`src/rtl/spi_front_end_regs.vh`:
```
// constants for the serial memory front end
`ifndef SPI_FRONT_END_REGS_VH
`define SPI_FRONT_END_REGS_VH
// op-code bits [7:4] must be zero, bit 3 is don't-care
`define OPC_HI_MASK      8'hf0
`define OPC_LO_MASK      8'h07
`define OPC_SET_LATCH    3'h6
`define OPC_CLR_LATCH    3'h4
`define OPC_RD_STATUS    3'h5
`define OPC_WR_STATUS    3'h1
`define OPC_RD_ARRAY     3'h3
`define OPC_WR_ARRAY     3'h2
// status field positions
`define ST_BUSY_BIT      0
`define ST_WEN_BIT       1
`define ST_BP0_BIT       2
`define ST_BP1_BIT       3
`define ST_PPEN_BIT      7
`define ST_BUSY_VALUE    8'hff
// write cycle time in microseconds and in 100 ns clocks
`define WRITE_CYCLE_US   5000
`define CLK_PERIOD_NS    100
`define WRITE_CYCLE_CLKS ((`WRITE_CYCLE_US * 1000) / `CLK_PERIOD_NS)
`endif

```
`src/rtl/spi_front_end.v`:
```
// slave serial front end with hold, write protect and status register
`timescale 1ns/1ps
`include "spi_front_end_regs.vh"
module spi_front_end #(
  parameter WRITE_CYCLE = `WRITE_CYCLE_CLKS
) (
  input  wire       clk,
  input  wire       rst_n,
  input  wire       sck,
  input  wire       cs_n,
  input  wire       si,
  input  wire       hold_n,
  input  wire       wp_n,
  output reg        so_o,
  output reg        so_oe,
  output reg        busy_o,
  output reg        write_latch_o,
  output reg  [1:0] block_protect_o,
  output reg        protect_pin_enable_bit_o,
  output reg        array_cmd_o,
  output reg        array_write_o
);

  // ----------------------------------------
  // phases
  // ----------------------------------------
  localparam PH_OPC  = 2'd0;
  localparam PH_DATA = 2'd1;
  localparam PH_DEAD = 2'd2;

  // valid op-code check with bit 3 masked
  function opc_ok;
    input [7:0] b;
    begin
      opc_ok = ((b & `OPC_HI_MASK) == 8'h00) &&
               ((b[2:0] & `OPC_LO_MASK) != 3'h0) &&
               ((b[2:0] & `OPC_LO_MASK) != 3'h7);
    end
  endfunction

  // ----------------------------------------
  // input synchronisers, three stages
  // ----------------------------------------
  reg [2:0] sck_sy_ff;
  reg [2:0] cs_sy_ff;
  reg [2:0] si_sy_ff;
  reg [2:0] hold_sy_ff;
  reg [2:0] wp_sy_ff;
  reg       sck_ff;
  reg       cs_ff;
  reg       hold_ff;
  reg       wp_ff;

  // a change on sck, select, hold or write protect is taken once stages two and three agree; si is used from stage three as is
  always @(posedge clk or negedge rst_n) begin
    if (!rst_n) begin
      sck_sy_ff  <= 3'h0;
      cs_sy_ff   <= 3'h7;
      si_sy_ff   <= 3'h0;
      hold_sy_ff <= 3'h7;
      wp_sy_ff   <= 3'h7;
      sck_ff     <= 1'b0;
      cs_ff      <= 1'b1;
      hold_ff    <= 1'b1;
      wp_ff      <= 1'b1;
    end else begin
      sck_sy_ff  <= {sck_sy_ff[1:0], sck};
      cs_sy_ff   <= {cs_sy_ff[1:0], cs_n};
      si_sy_ff   <= {si_sy_ff[1:0], si};
      hold_sy_ff <= {hold_sy_ff[1:0], hold_n};
      wp_sy_ff   <= {wp_sy_ff[1:0], wp_n};
      if (sck_sy_ff[1] == sck_sy_ff[2])
        sck_ff <= sck_sy_ff[2];
      if (cs_sy_ff[1] == cs_sy_ff[2])
        cs_ff <= cs_sy_ff[2];
      if (hold_sy_ff[1] == hold_sy_ff[2])
        hold_ff <= hold_sy_ff[2];
      if (wp_sy_ff[1] == wp_sy_ff[2])
        wp_ff <= wp_sy_ff[2];
    end
  end

  // sck stages agree at the rising edge, so data on stage three is settled
  wire sck_rise = sck_sy_ff[1] & sck_sy_ff[2] & ~sck_ff;
  wire sck_fall = ~sck_sy_ff[1] & ~sck_sy_ff[2] & sck_ff;
  wire si_s     = si_sy_ff[2];
  wire sel      = ~cs_ff;

  // ----------------------------------------
  // serial sequence state
  // ----------------------------------------
  reg [1:0] phase_ff;
  reg [2:0] bit_cnt_ff;
  reg [7:0] shin_ff;
  reg [7:0] shout_ff;
  reg [2:0] opc_ff;
  reg       paused_ff;
  reg       wr_pend_ff;
  reg [7:0] wr_data_ff;
  reg       wp_abort_ff;
  reg [7:0] status_ff;
  reg [22:0] cyc_cnt_ff;

  wire hw_protect = protect_pin_enable_bit_o & ~wp_ff;
  wire [7:0] status_rd = busy_o ? `ST_BUSY_VALUE : status_ff;
  wire [7:0] byte_in = {shin_ff[6:0], si_s};
  // hold only acts within an active selected sequence
  wire run = sel & ~paused_ff;

  always @(posedge clk or negedge rst_n) begin
    if (!rst_n) begin
      phase_ff    <= PH_OPC;
      bit_cnt_ff  <= 3'h0;
      shin_ff     <= 8'h00;
      shout_ff    <= 8'h00;
      opc_ff      <= 3'h0;
      paused_ff   <= 1'b0;
      wr_pend_ff  <= 1'b0;
      wr_data_ff  <= 8'h00;
      wp_abort_ff <= 1'b0;
      status_ff   <= 8'h00;
      cyc_cnt_ff  <= 23'h0;
      busy_o      <= 1'b0;
      write_latch_o <= 1'b0;
      block_protect_o <= 2'h0;
      protect_pin_enable_bit_o <= 1'b0;
      so_o        <= 1'b0;
      so_oe       <= 1'b0;
      array_cmd_o <= 1'b0;
      array_write_o <= 1'b0;
    end else begin
      // self-timed programming cycle; pin no longer matters once started
      if (busy_o) begin
        if (cyc_cnt_ff == 23'h0) begin
          busy_o <= 1'b0;
          write_latch_o <= 1'b0;
          // latch drops with the cycle, so the stored copy must follow
          status_ff[`ST_WEN_BIT] <= 1'b0;
        end else
          cyc_cnt_ff <= cyc_cnt_ff - 23'h1;
      end
      if (!sel) begin
        // deselect restarts; pending status write launches here
        phase_ff   <= PH_OPC;
        bit_cnt_ff <= 3'h0;
        paused_ff  <= 1'b0;
        so_oe      <= 1'b0;
        array_cmd_o <= 1'b0;
        array_write_o <= 1'b0;
        if (wr_pend_ff) begin
          wr_pend_ff <= 1'b0;
          if (!wp_abort_ff && !hw_protect && !busy_o) begin
            protect_pin_enable_bit_o <= wr_data_ff[`ST_PPEN_BIT];
            block_protect_o <= {wr_data_ff[`ST_BP1_BIT], wr_data_ff[`ST_BP0_BIT]};
            status_ff <= {wr_data_ff[`ST_PPEN_BIT], 3'h0, wr_data_ff[`ST_BP1_BIT],
                          wr_data_ff[`ST_BP0_BIT], 1'b1, 1'b0};
            busy_o <= 1'b1;
            cyc_cnt_ff <= WRITE_CYCLE[22:0] - 23'h1;
          end
        end
        wp_abort_ff <= 1'b0;
      end else begin
        // pause entered and left only with clock low
        if (!sck_ff && phase_ff != PH_DEAD)
          paused_ff <= ~hold_ff;
        if (paused_ff)
          so_oe <= 1'b0;
        else if (phase_ff == PH_DATA && opc_ff == `OPC_RD_STATUS)
          so_oe <= 1'b1;
        // protect pin falling during a pending status write aborts it when the pin enable bit is set
        if (wr_pend_ff && hw_protect)
          wp_abort_ff <= 1'b1;
        if (run && sck_rise && phase_ff != PH_DEAD) begin
          shin_ff    <= byte_in;
          bit_cnt_ff <= bit_cnt_ff + 3'h1;
          if (bit_cnt_ff == 3'h7) begin
            if (phase_ff == PH_OPC) begin
              if (!opc_ok(byte_in))
                phase_ff <= PH_DEAD;
              else begin
                phase_ff <= PH_DATA;
                opc_ff <= byte_in[2:0];
                case (byte_in[2:0])
                  `OPC_SET_LATCH: if (!busy_o) begin
                    write_latch_o <= 1'b1;
                    status_ff[`ST_WEN_BIT] <= 1'b1;
                  end
                  `OPC_CLR_LATCH: if (!busy_o) begin
                    write_latch_o <= 1'b0;
                    status_ff[`ST_WEN_BIT] <= 1'b0;
                  end
                  `OPC_RD_STATUS: shout_ff <= status_rd;
                  `OPC_RD_ARRAY: array_cmd_o <= 1'b1;
                  `OPC_WR_ARRAY: begin
                    array_cmd_o <= 1'b1;
                    // no array write while the cell cycle runs
                    array_write_o <= write_latch_o & ~busy_o;
                  end
                  default: ;
                endcase
              end
            end else if (opc_ff == `OPC_WR_STATUS && write_latch_o && !busy_o) begin
              wr_data_ff <= byte_in;
              wr_pend_ff <= ~hw_protect;
            end else if (opc_ff == `OPC_RD_STATUS)
              shout_ff <= status_rd;
          end
        end
        if (run && sck_fall && phase_ff == PH_DATA && opc_ff == `OPC_RD_STATUS) begin
          so_o     <= shout_ff[7];
          shout_ff <= {shout_ff[6:0], 1'b0};
        end
      end
    end
  end

endmodule

```
`config.mk`:
```
export PLATFORM = sky130hd
export DESIGN_NAME = spi_front_end
export DESIGN_NICKNAME = d
export VERILOG_FILES = /design/src/rtl/spi_front_end.v
export VERILOG_INCLUDE_DIRS = /design/src /design/src/rtl
export SDC_FILE = /design/constraint.sdc
export NUM_CORES = 1
export LEC_CHECK = 0
export BUFFER_PORTS_ARGS = -buffer_cell sky130_fd_sc_hd__buf_2
export CORE_MARGIN = 4
export CORE_UTILIZATION = 50
export CTS_CLUSTER_SIZE = 8
export DETAILED_ROUTE_END_ITERATION = 12
export PLACE_DENSITY = 0.69
export SLEW_MARGIN = 10
export SYNTH_ARGS = -nofsm -noshare
export SYNTH_HDL_FRONTEND = slang
export SYNTH_SLANG_ARGS = --single-unit
```
`constraint.sdc`:
```
create_clock -name clk -period 2.1 [get_ports clk]
set_clock_uncertainty 0.1 [all_clocks]
set_input_delay 0.105 -clock clk [delete_from_list [all_inputs] [get_ports clk]]
set_output_delay 0.105 -clock clk [all_outputs]
set_load 0.005 [all_outputs]
```
==> impl_metrics.yaml <==
layout:
  area_growth_syn_to_layout_pct: 16.11
  post-route-cell-area_um2: 4265
  n_antenna_cell: 0
  largest-register: "cyc_cnt_ff"
  max_reg_flops: 23
  biggestRegsByFlops: "cyc_cnt_ff: 23 flops, shout_ff: 8 flops, shin_ff: 7 flops"
  final_net_count: 357
  num-fill-cells: 586
  final_layout_size_suffix_gt1_frac: 0.2914
floorplan:
  initial_utilization: 0.5262
  die_x_um: 93.72
  floorplan.io_pins: 16
  floorplan.core_area_um2: 6982
  rows: 30
  dieArea_um2: 8783
  die_height_um: 93.72
detailed_routing:
  drcViolationCount: 0
  wl_mm: 6.963
  detailedRoute.firstPassIterationCount: 4
  drt_first_iter_violations: 113
  post_drt_via_cell_ratio: 5.525
  final_antenna_net_count: 0
  wl_per_cell_um: 15.61
  detailroute.via_count: 2464
placement:
  place.detailed.hpwl_mm: 4.794
  port_buffers: 15
  dp_slack_ns: 0.05380
  place_congestion: 0.8286
  postPlaceCellArea_um2: 3939
timing:
  period_needed_ns: 2.013
  setup_slack_ns: 0.08664
  worst-slew-pin-transition_ns: 0.5154
  slew_headroom: 0.6564
  unrepaired_setup_endpoints_after_global_routing: "true"
  maxClockFrequency_mhz: 496.7
  report.final.slew_viol_count: 0
  setup-violations-final: 0
  holdWs_ns: 0.1752
  report.final.hold_viol_count: 0
  finalCritPeriodShare: 0.9587
cts:
  clk_pin_slew_ns: 0.09
  cts_tree: "done"
  cts_max_level: 3
  worstSkewPairLatency_ns: 0.34
  cts_made_buffers: 9
  cts-root-buf: "clkbuf_8"
  cts_max_path_buffers: 2
  clock_sink_count: 81
power_and_ir_drop:
  vdd_drop_max_uv: 413.9
  post-layout-total-power_mw: 3.162
  p_leak_nw: 1.998
  pwr_density_cell_nw_per_um2: 741.2
setup_path:
  slowest_stage: "dfrtp_1"
  path_delay_family: "simple AND/OR/NAND/NOR gates"
  worst_setup_path_start_kind: "register"
  cp-end-kind: "register"
  path_cells: "ha_1 > nor3b_2 > nand4b_2 > nor4_4 > buf_4 > mux2_2"
  timing.setup.critical_path_class: "register to register"
  critical_path_peak_fanout: 5
  cp_num_buf_inv: 1
  critical-path-max-stage-delay_ns: 0.38
  required_ns: 2.23
  critical_path_data_arrival_time_ns: 2.14
synth:
  synth-async-reset-ratio: 1.000
  yosys_warnings: 0
  mean_syn_cell_area_um2: 12.00
  synth_enable_flop_cells: 0
  ys_ff_latch: 81
  synth_fa_ha_area_frac: 0.02520
  seq_total_area_yosys: 0.5559
  post_synth_inst_count: 306
  synth_fp_nets: 318
  fraction_of_synthesized_cell_area_taken_by_the_top_area_cell_type: 0.4700
  synth_xor_area_frac: 0.01907
  synth_largest_area_cell: "dfrtp_1"
  synth_top_family_by_area: "simple AND/OR/NAND/NOR gates"
  synth_compound_area_frac: 0.1063
  yosys_most_used_dff: "dfrtp_1"
  synth_cell_type_count: 64
  synth_simple_gate_area_share: 0.2119
  muxShareOfSynthArea: 0.05279
  mappedNetlistArea_um2: 3674
  synth.area.top_cells: "dfrtp_1 (47%), dfstp_2 (8.6%), mux2_2 (3.4%)"
hold_path:
  min-delay-path-class: "input pin to asynchronous set/reset pin"
global_route:
  first_global_vias: 2455
  grt_antenna_before_repair: 0
  global_route_wire_length_before_repair_mm: 12.05
  grt_start_max_net_pins: 43
  overflow: 0
  globalRouteTotalUtil: 0.1736
job:
  maxCapViolCount: 0
status:
  run_status: "finished, final reports clean"
-- per-layer routing --
layer | up-vias | track usage | wire length (um)
li1 | 1195 | - | -
met1 | 1213 | 0.2609 | 3512
met2 | 44 | 0.2460 | 3108
met4 | 0 | 0.06859 | 101
met5 | - | 0 | 0
met3 | 12 | 0.03365 | 241
-- worst reg2reg max path: cells and delay by family (launching register included) --
family,cells,cell delay (ns)
and+or+nand+nor,3,0.72
adders and majority gates,1,0.19
DFF,1,0.38
muxes,1,0.33
buffers and inverters,1,0.18
-- cells in the final DEF (no fill, tap or decap), drive strengths merged, types with 3 or more instances in the layout --
master,instances
dfrtp,69
buf,34
nand2,29
nor2,22
o21ai,13
dfstp,12
mux2,11
inv,11
clkbuf,10
nor3,9
nor4,9
nand3,8
mux2i,7
a2bb2oi,7
nand4,7
xor2,6
dlygate4sd3,6
nor3b,6
nand2b,5
a31oi,5
a21oi,5
ha,5
o22ai,4
and2,4
o31ai,3
nand3b,3
a211oi,3
maj3,3
nor2b,3
-- final timing paths --
kind	startpoint	endpoint	slack (ns)	depth (start not counted)
min in group clk	si_sy_ff[1]	si_sy_ff[2]	0.25	0
worst min-delay path	rst_n	cyc_cnt_ff[3]	0.18	2
max in group asynchronous	rst_n	cs_sy_ff[2]	1.06	3
worst min register to register	si_sy_ff[1]	si_sy_ff[2]	0.25	0
worst max register to register	sck_sy_ff[1]	opc_ff[0]	0.09	6
worst max-delay path	sck_sy_ff[1]	opc_ff[0]	0.09	6
-- Yosys cell counts, types with 4 or more instances --
cell       count
nor4_4         4
o22ai_1        4
inv_1          9
nand4_1        5
a21oi_1        5
nor2_1        21
nor3_1         7
a31oi_1        5
nand2_1       29
buf_2          4
mux2i_1        7
xor2_1         6
clkbuf_1       4
dfstp_2       12
mux2_2        11
nand2b_1       5
dfrtp_1       69
o21ai_0       11
nand3_1        6
ha_1           5
nor3b_1        4
a2bb2oi_1      7
-- where the power goes --
part / internal, mW / total, mW / switching (mW)
clock: 0.595 / 1.18 / 0.584
combinational: 0.112 / 0.266 / 0.155
sequential: 1.63 / 1.72 / 0.0825
total: 2.34 / 3.16 / 0.821
-- per-stage QoR --
| stage | instances | utilization | TNS (ns) |
|---|---|---|---|
| after floorplan | 306 | - | 0 |
| after global placement | 422 | 0.5642 | 0 |
| after detailed placement | 422 | 0.5642 | 0 |
| after CTS | 444 | 0.6029 | 0 |
| after global routing | 446 | 0.6109 | -0.02090 |
| final | 446 | 0.6109 | 0 |
-- what timing repair did --
item,in CTS,in global routing
resized for setup,0,9
hold buffers,6,0
endpoints found under the setup margin,0,23
endpoints found under the hold margin,44,0
setup buffers,0,2
-- final cells by class --
| type | count | area (um2) | area share |
|---|---|---|---|
| clock inverter | 6 | 72.57 | 0.01701 |
| clock buffer | 10 | 137.6 | 0.03227 |
| multi-input combinational | 204 | 1567 | 0.3673 |
| sequential | 81 | 2042 | 0.4787 |
| tap | 96 | 120.1 | 0.02816 |
| inverter | 9 | 33.78 | 0.007920 |
| timing repair buffer | 40 | 292.8 | 0.06864 |
-- kinds of logic (layout without fill, tap and decap cells) --
family / Yosys count / count (layout)
muxes: 18 / 18
xor gates and xnor gates: 8 / 8
and+or+nand+nor: 117 / 117
buffers and inverters: 21 / 65
adders and majority gates: 8 / 8
AOI/OAI and AO/OA: 53 / 53
DFF: 81 / 81
No activity file was read; power rests on OpenSTA's default activity.
